--- src/logic/remote_rx_pkg.sv ---
package remote_rx_pkg;

  // --------------------------------------------------
  // Register map (byte addresses)
  // --------------------------------------------------
  localparam logic [7:0] OFF_CTRL = 8'h00;
  localparam logic [7:0] OFF_THR_FIRST = 8'h04;
  localparam logic [7:0] OFF_THR_LAST = 8'h24;
  localparam logic [7:0] OFF_SHIFT = 8'h28;
  localparam logic [7:0] OFF_COUNT = 8'h2c;
  localparam logic [7:0] OFF_DATA = 8'h30;
  localparam logic [7:0] OFF_STATUS = 8'h34;
  localparam int THR_LAST_IDX = 8;

  // --------------------------------------------------
  // Control fields and counter limits
  // --------------------------------------------------
  localparam int CTRL_EN_BIT = 0;
  localparam int CTRL_NOISE_WIDTH_BIT = 1;
  localparam int CTRL_HALVE_BIT = 2;
  localparam logic [7:0] CNT_MAX = 8'hff;
  localparam logic [2:0] LAST_BIT_OF_BYTE = 3'h7;

  typedef enum logic [5:0] {
    ST_IDLE = 6'h01,
    ST_GUIDE = 6'h02,
    ST_DLOW = 6'h04,
    ST_DHIGH = 6'h08,
    ST_ENDW = 6'h10,
    ST_HALT = 6'h20
  } rx_state_t;

  typedef struct packed {
    logic psel;
    logic penable;
    logic pwrite;
    logic [7:0] paddr;
    logic [31:0] pwdata;
  } apb_req_t;

  typedef struct packed {
    logic [31:0] prdata;
    logic pready;
    logic pslverr;
  } apb_rsp_t;

  typedef struct packed {
    logic guideDetect;
    logic receptionError;
    logic receptionEnd;
    logic bufferFull;
  } events_t;

  // Field order fixes the threshold index: guide short is index 0
  typedef struct packed {
    logic [7:0] guideShort;
    logic [7:0] guideLong;
    logic [7:0] dataLowShort;
    logic [7:0] dataLowLong;
    logic [7:0] bit0Short;
    logic [7:0] bit0Long;
    logic [7:0] bit1Short;
    logic [7:0] bit1Long;
    logic [7:0] endWidth;
  } thr_t;

  typedef struct packed {
    rx_state_t state;
    logic [7:0] ctrl;
    thr_t thr;
    logic [7:0] shiftReg;
    logic [7:0] bitCount;
    logic [7:0] dataBuf;
    logic [7:0] cnt;
    logic phase;
    logic syncIn;
    logic firstSampleStage;
    logic secondSampleStage;
    logic thirdSampleStage;
    logic prevFilt;
    logic armed;
    apb_rsp_t rsp;
    events_t ev;
  } regs_t;

  localparam regs_t REGS_RST = '{state: ST_IDLE, default: '0};

endpackage : remote_rx_pkg

--- src/logic/remote_pulse_width_receiver.sv ---
// Summary of operation
// - Guide high too short or too long at its fall: discard, wait next rise.
// - Guide high within range: raise guide-detect, start data low measurement.
// - Data low ending short at a rise: error, measure guide high again.
// - Data low within range at a rise: measure following data high.
// - Data low reaching long threshold while low: start end-width count.
// - Data high ending below bit-0 short: error, wait next rise.
// - Data high within bit-0 window: shift in 0, measure next low.
// - Data high between bit-0 long and bit-1 short: error, wait next rise.
// - Data high within bit-1 window: shift in 1, measure next low.
// - Data high reaching bit-1 long while high: error now, wait next rise.
// - Threshold change putting high count at or above bit-1 long: error.
// - Rise during end-width count before threshold: error, measure guide.
// - End-width count reaching threshold: reception-end, halt until shift read.
// - No error event before a valid guide pulse.
// - One error event only until the next valid guide pulse.
// - Least low after last bit is data-low long+1 plus end width+1.
// - Operation clock is source clock, or half of it when halving selected.
// - Pin resynchronised to operation clock, first stage one clock later.
// - Later stages latch the previous stage only when it agrees.
// - Noise width picks second or third stage as the filtered input.
// - An error clears shift register and received-bit count at once.
// - Full shift register moves to data buffer, buffer-full, shift cleared.
// - Shift read after reception end clears shift and count, resumes.
`timescale 1ns/1ps
`default_nettype none

module remote_pulse_width_receiver (
  input wire logic clk_sys,
  input wire logic sys_rst,
  input wire logic clkEn,
  input wire logic remoteInputPin,
  input wire remote_rx_pkg::apb_req_t apbReq,
  output remote_rx_pkg::apb_rsp_t apbRsp,
  output remote_rx_pkg::events_t events
);

  // --------------------------------------------------
  // Decode helpers
  // --------------------------------------------------
  function automatic logic isThr(input logic [7:0] addr);
    return (addr >= remote_rx_pkg::OFF_THR_FIRST) && (addr <= remote_rx_pkg::OFF_THR_LAST)
      && (addr[1:0] == 2'h0);
  endfunction : isThr

  function automatic logic [3:0] thrIndex(input logic [7:0] addr);
    logic [7:0] d;
    d = addr - remote_rx_pkg::OFF_THR_FIRST;
    return d[5:2];
  endfunction : thrIndex

  remote_rx_pkg::regs_t r;
  remote_rx_pkg::regs_t next_r;

  logic en;
  logic tick;
  logic filt;
  logic rise;
  logic fall;
  logic access;
  logic wrDone;
  logic rdDone;
  logic mapped;
  logic errNow;
  logic shiftNow;
  logic bitVal;
  logic [7:0] cntInc;
  logic [7:0] newShift;
  logic [7:0] rdByte;
  remote_rx_pkg::thr_t t;

  assign en = r.ctrl[remote_rx_pkg::CTRL_EN_BIT];
  assign t = r.thr;
  // Halved clock is a one-in-two enable, keeping a single clock domain
  assign tick = ~r.ctrl[remote_rx_pkg::CTRL_HALVE_BIT] | r.phase;
  assign filt = r.ctrl[remote_rx_pkg::CTRL_NOISE_WIDTH_BIT] ? r.thirdSampleStage
    : r.secondSampleStage;
  assign rise = filt & ~r.prevFilt;
  assign fall = ~filt & r.prevFilt;
  assign access = apbReq.psel & apbReq.penable;
  assign wrDone = access & r.rsp.pready & apbReq.pwrite;
  assign rdDone = access & r.rsp.pready & ~apbReq.pwrite;
  assign mapped = isThr(apbReq.paddr) || (apbReq.paddr == remote_rx_pkg::OFF_CTRL)
    || (apbReq.paddr == remote_rx_pkg::OFF_SHIFT) || (apbReq.paddr == remote_rx_pkg::OFF_COUNT)
    || (apbReq.paddr == remote_rx_pkg::OFF_DATA) || (apbReq.paddr == remote_rx_pkg::OFF_STATUS);

  // --------------------------------------------------
  // Read multiplexer
  // --------------------------------------------------
  always_comb begin
    rdByte = 8'h00;
    if (isThr(apbReq.paddr)) begin
      rdByte = r.thr[8 * (remote_rx_pkg::THR_LAST_IDX - int'(thrIndex(apbReq.paddr))) +: 8];
    end else if (apbReq.paddr == remote_rx_pkg::OFF_CTRL) begin
      rdByte = r.ctrl;
    end else if (apbReq.paddr == remote_rx_pkg::OFF_SHIFT) begin
      rdByte = r.shiftReg;
    end else if (apbReq.paddr == remote_rx_pkg::OFF_COUNT) begin
      rdByte = r.bitCount;
    end else if (apbReq.paddr == remote_rx_pkg::OFF_DATA) begin
      rdByte = r.dataBuf;
    end else if (apbReq.paddr == remote_rx_pkg::OFF_STATUS) begin
      rdByte = {r.state, r.armed, filt};
    end
  end

  // --------------------------------------------------
  // Next state
  // --------------------------------------------------
  always_comb begin
    next_r = r;
    next_r.ev = '0;
    errNow = 1'b0;
    shiftNow = 1'b0;
    bitVal = 1'b0;
    cntInc = (r.cnt == remote_rx_pkg::CNT_MAX) ? r.cnt : r.cnt + 8'h01;
    newShift = 8'h00;

    // APB slave, one wait state
    if (access && !r.rsp.pready) begin
      next_r.rsp.pready = 1'b1;
      next_r.rsp.pslverr = ~mapped;
      next_r.rsp.prdata = {24'h000000, rdByte};
    end else begin
      next_r.rsp = '0;
    end

    next_r.phase = r.ctrl[remote_rx_pkg::CTRL_HALVE_BIT] ? ~r.phase : 1'b0;

    if (!en) begin
      next_r.state = remote_rx_pkg::ST_IDLE;
      next_r.shiftReg = 8'h00;
      next_r.bitCount = 8'h00;
      next_r.dataBuf = 8'h00;
      next_r.cnt = 8'h00;
      next_r.armed = 1'b0;
      next_r.syncIn = 1'b0;
      next_r.firstSampleStage = 1'b0;
      next_r.secondSampleStage = 1'b0;
      next_r.thirdSampleStage = 1'b0;
      next_r.prevFilt = 1'b0;
    end else if (tick) begin
      // Noise filter: stages after the first move only when their input agrees for a clock
      next_r.syncIn = remoteInputPin;
      next_r.firstSampleStage = r.syncIn;
      if (r.syncIn == r.firstSampleStage) begin
        next_r.secondSampleStage = r.firstSampleStage;
      end
      if (r.syncIn == r.secondSampleStage) begin
        next_r.thirdSampleStage = r.secondSampleStage;
      end
      next_r.prevFilt = filt;
      next_r.cnt = cntInc;

      unique case (r.state)
        remote_rx_pkg::ST_IDLE: begin
          if (rise) begin
            next_r.state = remote_rx_pkg::ST_GUIDE;
            next_r.cnt = 8'h00;
          end
        end
        remote_rx_pkg::ST_GUIDE: begin
          if (fall) begin
            next_r.cnt = 8'h00;
            if (r.cnt >= t.guideShort && r.cnt < t.guideLong) begin
              next_r.ev.guideDetect = 1'b1;
              next_r.armed = 1'b1;
              next_r.state = remote_rx_pkg::ST_DLOW;
            end else begin
              next_r.state = remote_rx_pkg::ST_IDLE;
            end
          end
        end
        remote_rx_pkg::ST_DLOW: begin
          if (rise) begin
            next_r.cnt = 8'h00;
            if (r.cnt < t.dataLowShort) begin
              errNow = 1'b1;
              next_r.state = remote_rx_pkg::ST_GUIDE;
            end else begin
              next_r.state = remote_rx_pkg::ST_DHIGH;
            end
          end else if (r.cnt >= t.dataLowLong) begin
            // Starting at one keeps the closing low at data-low long+1 plus end width+1
            next_r.cnt = 8'h01;
            next_r.state = remote_rx_pkg::ST_ENDW;
          end
        end
        remote_rx_pkg::ST_DHIGH: begin
          if (fall) begin
            next_r.cnt = 8'h00;
            next_r.state = remote_rx_pkg::ST_IDLE;
            if (r.cnt < t.bit0Short) begin
              errNow = 1'b1;
            end else if (r.cnt < t.bit0Long) begin
              shiftNow = 1'b1;
              next_r.state = remote_rx_pkg::ST_DLOW;
            end else if (r.cnt < t.bit1Short) begin
              errNow = 1'b1;
            end else if (r.cnt < t.bit1Long) begin
              shiftNow = 1'b1;
              bitVal = 1'b1;
              next_r.state = remote_rx_pkg::ST_DLOW;
            end else begin
              errNow = 1'b1;
            end
          end else if (r.cnt >= t.bit1Long) begin
            // Also catches a threshold lowered under a running count
            errNow = 1'b1;
            next_r.state = remote_rx_pkg::ST_IDLE;
          end
        end
        remote_rx_pkg::ST_ENDW: begin
          if (rise) begin
            errNow = 1'b1;
            next_r.cnt = 8'h00;
            next_r.state = remote_rx_pkg::ST_GUIDE;
          end else if (r.cnt >= t.endWidth) begin
            next_r.ev.receptionEnd = 1'b1;
            next_r.state = remote_rx_pkg::ST_HALT;
          end
        end
        remote_rx_pkg::ST_HALT: begin
          next_r.cnt = r.cnt;
        end
        default: begin
          next_r.state = remote_rx_pkg::ST_IDLE;
        end
      endcase

      if (errNow) begin
        next_r.ev.receptionError = r.armed;
        next_r.armed = 1'b0;
        next_r.shiftReg = 8'h00;
        next_r.bitCount = 8'h00;
      end
      if (shiftNow) begin
        // First bit received ends in bit 0 once the byte is complete
        newShift = {bitVal, r.shiftReg[7:1]};
        next_r.bitCount = r.bitCount + 8'h01;
        if (r.bitCount[2:0] == remote_rx_pkg::LAST_BIT_OF_BYTE) begin
          next_r.dataBuf = newShift;
          next_r.ev.bufferFull = 1'b1;
          next_r.shiftReg = 8'h00;
        end else begin
          next_r.shiftReg = newShift;
        end
      end
    end

    // Software effects take effect on the completing APB edge
    if (rdDone && en && apbReq.paddr == remote_rx_pkg::OFF_SHIFT
        && r.state == remote_rx_pkg::ST_HALT) begin
      next_r.shiftReg = 8'h00;
      next_r.bitCount = 8'h00;
      next_r.cnt = 8'h00;
      next_r.state = remote_rx_pkg::ST_IDLE;
    end
    if (wrDone && apbReq.paddr == remote_rx_pkg::OFF_CTRL) begin
      next_r.ctrl = apbReq.pwdata[7:0];
    end
    // Writes are not blocked while enabled; software is trusted to stop first
    if (wrDone && isThr(apbReq.paddr)) begin
      next_r.thr[8 * (remote_rx_pkg::THR_LAST_IDX - int'(thrIndex(apbReq.paddr))) +: 8] =
        apbReq.pwdata[7:0];
    end
  end

  always_ff @(posedge clk_sys) begin
    if (sys_rst) begin
      r <= remote_rx_pkg::REGS_RST;
    end else if (clkEn) begin
      r <= next_r;
    end
  end

  assign apbRsp = r.rsp;
  assign events = r.ev;

  logic step;
  assign step = clkEn && en && tick;
endmodule : remote_pulse_width_receiver

`default_nettype wire

--- config.mk ---
export PLATFORM = sky130hd
export DESIGN_NAME = remote_pulse_width_receiver
export DESIGN_NICKNAME = d
export VERILOG_FILES = /design/src/logic/remote_rx_pkg.sv /design/src/logic/remote_pulse_width_receiver.sv
export SDC_FILE = /design/constraint.sdc
export NUM_CORES = 1
export LEC_CHECK = 0
export BUFFER_PORTS_ARGS = -buffer_cell sky130_fd_sc_hd__buf_2
export CAP_MARGIN = 15
export CORE_UTILIZATION = 50
export DETAILED_ROUTE_END_ITERATION = 8
export PLACE_DENSITY_LB_ADDON = 0.25
export SYNTH_ARGS = -nofsm -noshare
export SYNTH_HDL_FRONTEND = slang
export SYNTH_SLANG_ARGS = --single-unit
--- constraint.sdc ---
create_clock -name clk_sys -period 4.4 [get_ports clk_sys]
set_clock_uncertainty 0.05 [all_clocks]
set_input_delay 0.22 -clock clk_sys [delete_from_list [all_inputs] [get_ports clk_sys]]
set_output_delay 0.22 -clock clk_sys [all_outputs]
set_load 0.01 [all_outputs]
== Yosys cells after proc, flatten, opt, wreduce, memory -nomap -nowiden ==
Index checks and enable logic that the tools add are counted.

* Add/subtract/negate cells: 5
* Order comparisons: 12
* Eq/ne operators: 30
* Shift operators: 3
* Multiplexer cells: 85
* Bitwise gates (word level): 13
* Reductions and logical operators: 29

{| class="wikitable"
|+ Operators with widths
! kind !! number
|-
| $mux W8 || 14
|-
| $mux W6 || 13
|-
| $bwmux W72 || 1
|-
| $shift A8 B33 Y72 const A || 1
|-
| $shiftx A72 B8 Y8 || 1
|-
| $shiftx A8 B33 Y72 || 1
|-
| $mux W32 || 2
|-
| $lt A8 B8 Y1 || 6
|-
| $mux W1 || 40
|-
| $pmux W6 S6 || 1
|-
| $neg A8 Y33 || 1
|-
| $eq A8 B6 Y1 const B || 4
|-
| $ge A8 B8 Y1 || 4
|-
| $mux W16 || 2
|-
| $pmux W8 S4 || 1
|-
| $mux W24 || 1
|-
| $add A8 B1 Y8 const B || 2
|-
| $mux W3 || 5
|-
| $ne A5 B5 Y1 const B || 3
|-
| $mux W4 || 3
|-
| $ne A3 B1 Y1 const B || 4
|-
| $reduce_and A3 Y1 || 4
|-
| $mux W10 || 1
|-
| $ne A2 B1 Y1 const B || 5
|-
| 30 further kinds || 57
|}

* Bits in registers: 163
* Input bits: 47
* Output and inout bits: 38
* Word-level logic and storage cells: 206

== Logic depth before layout (Yosys ltp) ==
Gate-level depths: netlist of run 1.

* Word-level depth: 14
* Gate-level depth with buffers: 13
* Depth with buffers taken out: 9

== Least setup slack after synthesis of run 1 ==
No wires, ideal clock.

* Path type: input -> register
* Start: in apbReq[34] in the netlist's numbering
* End: reg r[117] in the netlist's numbering
* Setup time: 0.128 ns
* Arrival time: 3.163 ns
* Data required time: 4.222 ns
* Path slack: 1.060 ns
* Stages on the path: 10
* Buffers on the path: 5
* Path through: buf_1 > clkbuf_1 > inv_1 > ha_1 > buf_1 > clkbuf_1 > nand3b_1 > clkbuf_1 > mux2i_1 > nor2_1

* Cells in the longest elaborated chain, start to end: 5
* Elaborated cells between the ends (all ways): 12
* Those cells by class: add/sub (3); order compare (2); shift (2); mux (1); reduce/logical (4)

{| class="wikitable"
|+ RTL lines
! what !! RTL line !! text
|-
| start: declaration || remote_pulse_width_receiver.sv:33 || <nowiki>input wire remote_rx_pkg::apb_req_t apbReq,</nowiki>
|-
| $sub A6 B3 Y6, or another cell as far along || remote_pulse_width_receiver.sv:48 || <nowiki>d = addr - remote_rx_pkg::OFF_THR_FIRST;</nowiki>
|-
| $sub A4 B4 Y5 / $logic_and A1 B1 Y1 (equally long branches) || remote_pulse_width_receiver.sv:264, remote_pulse_width_receiver.sv:42 ||
|-
| $neg A8 Y33 / $logic_and A1 B1 Y1 (equally long branches) || remote_pulse_width_receiver.sv:264, remote_pulse_width_receiver.sv:43 ||
|-
| $shiftx A8 B33 Y72, or another cell as far along || remote_pulse_width_receiver.sv:264 || <nowiki>next_r.thr[8 * (remote_rx_pkg::THR_LAST_IDX - int'(thrIndex(apbReq.paddr))) +: 8] =</nowiki>
|-
| $bwmux W72 / $reduce_and A2 Y1 (equally long branches) || -- ||
|-
| end signal: assignment || remote_pulse_width_receiver.sv:271 || <nowiki>r <= remote_rx_pkg::REGS_RST;</nowiki>
|-
| end signal: assignment || remote_pulse_width_receiver.sv:273 || <nowiki>r <= next_r;</nowiki>
|-
| end: declaration || remote_pulse_width_receiver.sv:52 || <nowiki>remote_rx_pkg::regs_t r;</nowiki>
|}

Parallel ways exist; a longest one is shown, timed or not.
A chain may end at the register's enable or synchronous reset.

== Final worst setup path of run 1 ==
* Start: reg r[46] in the netlist's numbering
* End: reg r[59] in the netlist's numbering

* Cells in the longest elaborated chain, start to end: 11
* Elaborated cells between the ends (all ways): 14
* Those cells by class: order compare (4); eq/ne (1); mux (8); reduce/logical (1)

{| class="wikitable"
|+ RTL lines
! what !! RTL line !! text
|-
| $lt A8 B8 Y1 || remote_pulse_width_receiver.sv:200 || <nowiki>end else if (r.cnt < t.bit1Long) begin</nowiki>
|-
| $mux W1 || remote_pulse_width_receiver.sv:200 ||
|-
| $mux W1 || remote_pulse_width_receiver.sv:198 || <nowiki>end else if (r.cnt < t.bit1Short) begin</nowiki>
|-
| $mux W1 || remote_pulse_width_receiver.sv:195 || <nowiki>end else if (r.cnt < t.bit0Long) begin</nowiki>
|-
| $mux W1 * || remote_pulse_width_receiver.sv:193 || <nowiki>if (r.cnt < t.bit0Short) begin</nowiki>
|-
| $mux W1 * || remote_pulse_width_receiver.sv:190 || <nowiki>if (fall) begin</nowiki>
|-
| $mux W1 * || remote_pulse_width_receiver.sv:155 || <nowiki>unique case (r.state)</nowiki>
|-
| $mux W1 * || remote_pulse_width_receiver.sv:142 || <nowiki>end else if (tick) begin</nowiki>
|-
| $mux W1 * || remote_pulse_width_receiver.sv:130 || <nowiki>if (!en) begin</nowiki>
|-
| $ne A2 B1 Y1 (no line) * || -- ||
|-
| $reduce_and A4 Y1 (no line) * || -- ||
|}

Mark *: on every way between the ends. The rest lies on a longest branch, timed or not. The select of a mux whose other input is x is not followed.

==> results of run 1 <==
-- kinds of logic (layout without fill, tap and decap cells) --
logic type	after synthesis	count (layout)	share of synthesized area [%]
buffers and inverters	172	163	8.88
DFF	139	139	30.3
xor gates and xnor gates	11	11	1.05
muxes	112	112	14.4
and+or+nand+nor	360	360	19.7
other	1	24	0.0409
AOI/OAI and AO/OA	209	209	15.3
adders and majority gates	76	76	10.4
-- layout by cell type, fill, tap and decap left out, types with 10 or more instances in the layout --
master | synthesis | layout
a21o_1 | 12 | 12
a21oi_1 | 58 | 58
a31oi_1 | 11 | 11
and2_1 | 11 | 11
and3_1 | 10 | 10
buf_2 | 3 | 35
buf_4 | 38 | 13
clkbuf_16 | 0 | 17
conb_1 | 1 | 24
dfxtp_1 | 139 | 139
ha_1 | 76 | 76
inv_1 | 83 | 83
mux2i_1 | 95 | 95
mux4_2 | 16 | 16
nand2_1 | 60 | 60
nand2b_1 | 18 | 18
nand3_1 | 53 | 53
nand4_1 | 12 | 12
nor2_1 | 123 | 123
nor2b_1 | 17 | 17
nor3_1 | 17 | 17
o211ai_1 | 15 | 15
o21ai_0 | 39 | 39
o2bb2ai_1 | 11 | 11
-- where the power goes --
group / switching (mW) / internal (mW)
Combinational: 0.136 / 0.0516
Clock: 0.549 / 1.08
Sequential: 0.00180 / 1.26
Total: 0.686 / 2.39
-- worst reg2reg max path: stages (launching register included) --
cell and delay, ns:
dfxtp_1 0.68, ha_1 0.33, a2111oi_0 0.51, o31ai_1 0.29
and2_1 0.31, and3_1 0.34, and2_1 0.31, o311ai_0 0.37
-- per-layer routing --
layer	part of all wire [%]	up-vias	global-route usage [%]
met2	45	298	44.1
met3	7.2	50	4.42
met4	3.3	0	12.5
met5	0	-	0
met1	44	3711	36.9
li1	-	3794	-
-- registers in the layout, indices dropped and copies added (netlist names) --
signal and flops:
r 124, apbRsp 10, events 4, en 1
-- worst max-delay path by stage --
stage,endpoint,depth (start not counted)
2_1_floorplan,r[117],10
3_3_place_gp,r[55],7
3_5_place_dp,r[58],8
4_1_cts,r[59],8
5_1_grt,r[54],8
6_report,r[59],7
-- stage by stage --
step	util, %	cell area, um2	hold WS [ns]
finish	55.6	9980	0.0249
global route	55.6	9980	0.0487
CTS	55.6	9980	0.0203
detailed placement	51.9	9320	0.396
global placement	51.9	9320	0.390
floorplan	-	9260	0.314
-- layout make-up --
type / count / area, um2 / share of cell area, %
Multi-Input combinational cell: 792 / 5660 / 56.7
Sequential cell: 139 / 2780 / 27.9
Clock buffer: 26 / 509 / 5.10
Inverter: 83 / 312 / 3.12
Tap cell: 229 / 287 / 2.87
Timing Repair Buffer: 48 / 273 / 2.73
Clock inverter: 6 / 155 / 1.55
==> reports/qor.yml, run 1 <==
num_io_pins: 85
cp_data_arrival_time_ns: 3.56
wl_per_cell_um: 18.8
rrSetupSlack_ns: 1.11
cts_setup_buffers: 0
synth.cell_area_mm2: 0.00918
diodes: 0
worst_pin_slew_ns: 0.962
track_usage_pct: 27.8
ys.flop_type: "dfxtp_1"
path_cells: "ha_1, a2111oi_0, o31ai_1, and2_1, and3_1, and2_1, o311ai_0"
async_flop_share_pct: 0
grt_pass1_vias: 7238
ctsResizeCount: 0
cpPeakStageDelay_ns: 0.68
die_area_mm2: 0.0189
layout_min_cycle_time_ns: 3.29
drt-total-wl_mm: 24.9
final_antenna_net_count: 0
timing.rr.end: "r[59]"
grt-ovfl-total: 0
rows: 49
cp_top_family: "compound AO/OA/AOI/OAI gates"
p_leak_nw: 4.27
cts_buffer_depth: 2
placed_cells: 1291
worstSetupEndpointType: "flip-flop"
dp_hpwl_mm: 18.1
dr.pass1.iters: 5
cts_buffers: 17
powerDensity_mw_per_mm2: 309
maxCapViolations: 0
critPathLaunchType: "flip-flop"
root_buffer: "clkbuf_16"
clk_latency_ns: 0.43
synth_edf_count: 0
vias_per_cell: 5.94
min_to: "r[43]"
drv_slew: 0
core-area_mm2: 0.0180
vias: 7853
reg2reg_depth: 7
yosys_warnings: 0
hold_depth: 3
yosys.area.top_type: "dfxtp_1"
yosysTopAreaCellShare_pct: 30.3
cts_tree: "yes"
ir_worst_vdd_mv: 0.274
critPathKind: "flip-flop to flip-flop"
tns_ns: 0
max_freq_ghz: 0.304
h-tree-depth: 4
setup_ws_ns: 1.11
nFillCells: 1669
status: "finished, final reports clean"
critPathLaunch: "r[46]"
drc_errors: 0
final-hold-violation-count: 0
r2r_start: "r[46]"
slowest_stage: "dfxtp_1"
hold_class: "input port to flip-flop"
clock-sinks: 139
synthTopCellsByArea: "dfxtp_1 30%, ha_1 10%, mux2i_1 10%"
gp_congestion: 0.904
finalNetCount: 1204
netlist_top_cells_count: "139 x dfxtp_1, 123 x nor2_1, 95 x mux2i_1"
dp_slack_ns: 1.21
layout-drive-gt1-share_pct: 9.96
path_common_cell: "and2_1"
start_util_pct: 51.1
fin_cells: 1323
seq_area_frac_synth_pct: 30.3
post-route-period-util_pct: 74.8
slew_headroom_pct: 35.8
path_max_fanout: 11
clk_pin_slew_ns: 0.06
required_ns: 4.66
grt_max_degree: 70
synth_cells: 1080
setup_viol: 0
synth_seq_cells: 139
antenna_found_initial: 0
drtIter0Drc: 779
grt_pass1_wl_mm: 39.3
syn-mean-instance-area_um2: 8.50
hp-start: "remoteInputPin"
die_x_um: 137
hold_buffers: 0
total_power_mw: 3.08
io_buffer_count: 36
path_buf_inv: 0
fp.dieH_um: 137
rsz0062_at_grt: "false"
synth_cell_type_count: 71
synth_most_common_cell: "dfxtp_1"
area_delta_synth_final_pct: 8.80
(Power assumes the default switching activity.)
==> inputs of run 2 (changes only) <==
- ABC_AREA: unset -> 1
- clock period: 4.4 -> 2.8 ns (I/O delays scaled with it)
==> reports/qor.yml, run 2 <==
yosys.area.top_type: "dfxtp_1"
clk_pin_slew_ns: 0.06  # about the same
post-route-period-util_pct: 94.4  # +20 points
worst_pin_slew_ns: 0.889  # -0.0729 ns
largest_reg_flops: 124  # unchanged
syn-mean-instance-area_um2: 6.69  # -21%
num_io_pins: 85  # unchanged
hold_class: "input port to flip-flop"
layout_min_cycle_time_ns: 2.64  # -0.649 ns
final-hold-violation-count: 0  # unchanged
synth_cells: 1405  # +30%
slowest_stage: "dfxtp_1"
final_common_cell: "nand2_1"
path_max_fanout: 8  # -3
dr.pass1.iters: 8  # +3
cp_data_arrival_time_ns: 2.91  # -0.65 ns
die_area_mm2: 0.0194  # +2.5%
seq_area_frac_synth_pct: 29.6  # -0.74 points
root_buffer: "clkbuf_16"
path_buf_inv: 2  # +2
holdWs_ns: 0.0797  # +0.0548 ns
area_delta_synth_final_pct: 12.2
netlist_top_cells_count: "301 x nand2_1, 172 x inv_1, 161 x a21oi_1"
maxCapViolations: 0  # unchanged
cts_tree: "yes"
cp_num_cells: 14  # +7
cts_setup_buffers: 0  # unchanged
ir_worst_vdd_mv: 0.409  # +49%
grt-ovfl-total: 0  # unchanged
grt_max_degree: 72  # +2.9%
rrSetupSlack_ns: 0.16  # -0.95 ns
path_common_cell: "nand2_1"
drc_errors: 4  # +4
ctsResizeCount: 0  # unchanged
most-common-layout-cells: "301 x nand2_1, 172 x inv_1, 161 x a21oi_1"
tns_ns: 0  # unchanged
synth_cell_type_count: 49  # -31%
gp_congestion: 0.957  # +5.8%
crit_path_end: "r[60]"
status: "finished with violations"
drtIter0Drc: 993  # +27%
wl_per_cell_um: 16.4  # -13%
cts_buffer_depth: 2  # unchanged
layout-drive-gt1-share_pct: 12.5  # +2.6 points
diodes: 0  # unchanged
yosysTopAreaCellShare_pct: 29.6  # -0.74 points
async_flop_share_pct: 0  # unchanged
critPathKind: "flip-flop to flip-flop"
die_x_um: 139  # +1.2%
utilization_pct: 58.0  # +2.4 points
antenna_found_initial: 1  # +1
regMostFlops: "r"
core-area_mm2: 0.0182  # +1.4%
dp_hpwl_mm: 21.5  # +19%
setup_viol: 0  # unchanged
ys.flop_type: "dfxtp_1"
grt_pass1_wl_mm: 44.6  # +13%
cts_buffers: 17  # unchanged
placed_cells: 1663  # +29%
timing.rr.end: "r[60]"
powerDensity_mw_per_mm2: 455  # +48%
start_util_pct: 51.7  # +0.58 points
io_buffer_count: 36  # unchanged
fin_cells: 1704  # +29%
p_leak_nw: 4.58  # +7.0%
drt-total-wl_mm: 28.0  # +13%
path_cells: "buf_4, ha_1, a21oi_1, o21ai_0, nand2_1, nand2_1, nand2_1, nand3_1, inv_1, nand2_1, nand2_2, nand2_1, o21ai_0, nor2_1"
r2r_start: "r[46]"
worstSetupEndpointType: "flip-flop"
synth_edf_count: 0  # unchanged
rsz0062_at_grt: "false"
finalNetCount: 1585  # +32%
clk_latency_ns: 0.43  # about the same
reg2reg_depth: 14  # +7
cpPeakStageDelay_ns: 0.47  # -0.21 ns
nFillCells: 1709  # +2.4%
vias_per_cell: 5.58  # -6.1%
synth.cell_area_mm2: 0.00941  # +2.5%
critPathLaunchType: "flip-flop"
max_freq_ghz: 0.378  # +25%
final_antenna_net_count: 0  # unchanged
cp_top_family: "simple AND/OR/NAND/NOR gates"
h-tree-depth: 4  # unchanged
fp.dieH_um: 139  # +1.2%
synthTopCellsByArea: "dfxtp_1 30%, nand2_1 12%, ha_1 10%"
vias: 9501  # +21%
drv_slew: 0  # unchanged
slew_headroom_pct: 40.7  # +5.0 points
rows: 49  # unchanged
synth_most_common_cell: "nand2_1"
yosys_warnings: 0  # unchanged
synth_seq_cells: 139  # unchanged
clock-sinks: 139  # unchanged
required_ns: 3.07  # -1.59 ns
grt_pass1_vias: 8673  # +20%
track_usage_pct: 29.3  # +1.5 points
critPathLaunch: "r[46]"
violations: "design-rule violations"
run 2: kinds of logic (layout without fill, tap and decap cells):
kind of cell | after synthesis | count (layout) | synth area share [%]
buf+inv | 275 | 322 | 13.0
flops | 139 | 139 | 29.6
xor+xnor | 5 | 5 | 0.466
simple gates | 595 | 595 | 28.3
other cells | 1 | 24 | 0.0399
fa+ha+maj | 76 | 76 | 10.1
compound gates | 314 | 314 | 18.6
run 2: worst min path at each step:
stage	start	end	slack (ns)	cells past startpoint
floorplan	apbReq[1]	r[150]	0.23	2
global placement	remoteInputPin	r[43]	0.35	3
detailed placement	remoteInputPin	r[43]	0.36	3
CTS	clkEn	r[44]	0.06	3
global route	clkEn	r[44]	0.12	3
finish	clkEn	r[44]	0.08	3
run 2: worst register-to-register path, delay by kind of cell (launching register included):
kind	cells	cell delay [ns]
adder cells (fa/ha/maj)	1	0.25
buffers and inverters	2	0.35
flip-flops	1	0.47
AO/OA/AOI/OAI	3	0.55
AND/OR/NAND/NOR	8	0.85
run 2: per-layer routing:
metal	track usage (%)	up-vias	part of all wire, %
met4	13.7	2	3.5
met3	5.21	69	7.0
met1	38.3	4351	45
met2	46.8	375	45
met5	0	-	0.046
li1	-	4704	-
run 2: through the flow:
stage / setup WS (ns) / cell area, um2 / power (mW)
3_3_place_gp: 0.227 / 9870 / 2.50
4_1_cts: 0.231 / 10600 / 4.81
5_1_grt: 0.00861 / 10600 / 4.94
6_report: 0.156 / 10600 / 4.81
2_1_floorplan: 0.518 / 9490 / 2.38
3_5_place_dp: 0.183 / 9870 / 2.51
run 2: where the power goes:
group          switching (mW)  total [mW]  internal, mW
Clock                   0.963        2.32          1.36
Sequential             0.0159        2.01          1.99
Combinational           0.340       0.472         0.132
Total                    1.32        4.81          3.49
run 2: final cells by class:
class | count | area [um2] | share of cell area (%)
Sequential cell | 139 | 2780 | 26.4
Tap cell | 229 | 287 | 2.71
Timing Repair Buffer | 93 | 656 | 6.21
Multi-Input combinational cell | 1014 | 5490 | 52.0
Inverter | 197 | 742 | 7.03
Clock inverter | 13 | 158 | 1.49
Clock buffer | 19 | 443 | 4.20
run 2: what timing repair did:
item                                    in CTS  in global routing
hold buffers                                 9                  0
endpoints found under the setup margin       0                  0
hold endpoints to repair                    16                  0
==> inputs of run 3 (changes only) <==
- CTS_BUF_LIST: unset -> sky130_fd_sc_hd__clkbuf_4
==> reports/qor.yml, run 3 (synthesis gave the netlist of run 2 again) <==
cts_buffers: 17  # unchanged
vias: 9472  # -0.31%
slew_headroom_pct: 41.8  # +1.1 points
switchingPower_mw: 1.20  # -9.0%
root_buffer: "clkbuf_4"
dr.pass1.iters: 8  # unchanged
vias_per_cell: 5.54  # -0.71%
critPathKind: "flip-flop to flip-flop"
wl_per_cell_um: 16.3  # -1.1%
path_max_fanout: 10  # +2
combPwrFrac_pct: 12.2  # +2.4 points
core-area_mm2: 0.0182  # unchanged
regMostFlops: "r"
grt_pass1_vias: 8614  # -0.68%
track_usage_pct: 29.2  # -0.12 points
rsz0062_at_grt: "false"
drtIter0Drc: 1013  # +2.0%
grt_max_degree: 72  # unchanged
nFillCells: 1756  # +2.8%
p_leak_nw: 4.47  # -2.3%
rows: 49  # unchanged
die_area_mm2: 0.0194  # unchanged
powerDensity_mw_per_mm2: 377  # -17%
status: "finished with violations"
cp_top_family: "simple AND/OR/NAND/NOR gates"
path_cells: "buf_4, ha_1, nand2_1, inv_1, nand2_1, nand2_1, nand2_1, a21oi_1, nand3_1, inv_1, nand2_1, nand2_2, nand2_1, o21ai_0, nor2_1"
maxCapViolations: 0  # unchanged
drv_slew: 0  # unchanged
clock-sinks: 139  # unchanged
utilization_pct: 56.7  # -1.3 points
grt-ovfl-total: 0  # unchanged
worstSetupEndpointType: "flip-flop"
antenna_found_initial: 2  # +1
largest_reg_flops: 124  # unchanged
path_common_cell: "nand2_1"
dp_hpwl_mm: 21.5  # unchanged
path_buf_inv: 3  # +1
pwr-share-seq_pct: 51.7  # +9.9 points
num_io_pins: 85  # unchanged
hold_class: "input port to flip-flop"
violations: "design-rule violations"
intPower_mw: 2.69  # -23%
switching_share_pct: 30.9  # +3.4 points
cpPeakStageDelay_ns: 0.51  # +0.04 ns
layout-drive-gt1-share_pct: 12.6  # +0.017 points
die_x_um: 139  # unchanged
h-tree-depth: 4  # unchanged
most-common-layout-cells: "301 x nand2_1, 172 x inv_1, 161 x a21oi_1"
layout_min_cycle_time_ns: 2.54  # -0.105 ns
cts_buffer_depth: 2  # unchanged
power.share.clock_pct: 36.1  # -12 points
area_delta_synth_final_pct: 9.68
finalNetCount: 1591  # +0.38%
start_util_pct: 51.7  # unchanged
final-hold-violation-count: 0  # unchanged
clk_latency_ns: 0.57  # +0.14 ns
drt-total-wl_mm: 27.8  # -0.70%
cp_data_arrival_time_ns: 2.96  # +0.05 ns
cts_tree: "yes"
max_freq_ghz: 0.394  # +4.1%
final_common_cell: "nand2_1"
required_ns: 3.22  # +0.15 ns
post-route-period-util_pct: 90.7  # -3.7 points
total_power_mw: 3.89  # -19%
drc_errors: 4  # unchanged
cts_setup_buffers: 0  # unchanged
io_buffer_count: 36  # unchanged
critPathLaunchType: "flip-flop"
slowest_stage: "dfxtp_1"
clk_pin_slew_ns: 0.14  # +0.08 ns
tns_ns: 0  # unchanged
fp.dieH_um: 139  # unchanged
setup_viol: 0  # unchanged
ir_worst_vdd_mv: 0.247  # -40%
gp_congestion: 0.957  # unchanged
final_antenna_net_count: 0  # unchanged
grt_pass1_wl_mm: 44.5  # -0.20%
worst_pin_slew_ns: 0.873  # -0.0158 ns
run 3: cell type report:
cell class | count | area (um2) | area share, %
Clock buffer | 18 | 135 | 1.31
Inverter | 197 | 742 | 7.19
Clock inverter | 14 | 161 | 1.56
Timing Repair Buffer | 99 | 716 | 6.94
Sequential cell | 139 | 2780 | 27.0
Antenna cell | 1 | 2.50 | 0.0243
Tap cell | 229 | 287 | 2.78
Multi-Input combinational cell | 1014 | 5490 | 53.2
run 3: worst paths after layout:
path                                 start     end  slack (ns)  depth (start not counted)
worst min register to register       r[66]   r[66]        0.42                          2
worst max-delay path                 r[47]   r[60]        0.26                         15
worst max register to register       r[47]   r[60]        0.26                         15
worst min-delay path            apbReq[40]  r[155]        0.15                          7
run 3: tightest hold or removal path, delay by kind of cell:
| family | cells | cell delay [ns] |
|---|---|---|
| buf+inv | 4 | 0.41 |
| simple gates | 3 | 0.17 |
run 3: power groups by stage:
stage          combinational (mW)  clock [mW]  sequential (mW)
2_1_floorplan               0.327           0             2.05
3_3_place_gp                0.449           0             2.05
3_5_place_dp                0.452           0             2.05
4_1_cts                     0.468        1.42             2.01
5_1_grt                     0.519        1.50             2.01
6_report                    0.476        1.40             2.01
run 3: per-layer routing:
metal	vias up	global-route usage (%)	wire, um
met5	-	0	9
met3	57	4.63	2180
met4	2	12.1	845
li1	4713	-	-
met2	405	47.0	12600
met1	4295	38.8	12200
run 3: metrics by stage:
stage                     worst slack (ns)  std cells  hold slack, ns  area [um2]
final                                0.261       1711           0.153       10300
after global routing                0.0706       1711           0.183       10300
after CTS                            0.222       1710           0.127       10300
after detailed placement             0.183       1663           0.357        9870
after global placement               0.227       1663           0.353        9870
after floorplan                      0.518       1428           0.232        9490
run 3: timing repair:
item / CTS / global route
hold buffers: 15 / 0
endpoints found under the setup margin: 0 / 1
gates resized for setup: 0 / 1
hold endpoints to repair: 42 / 0
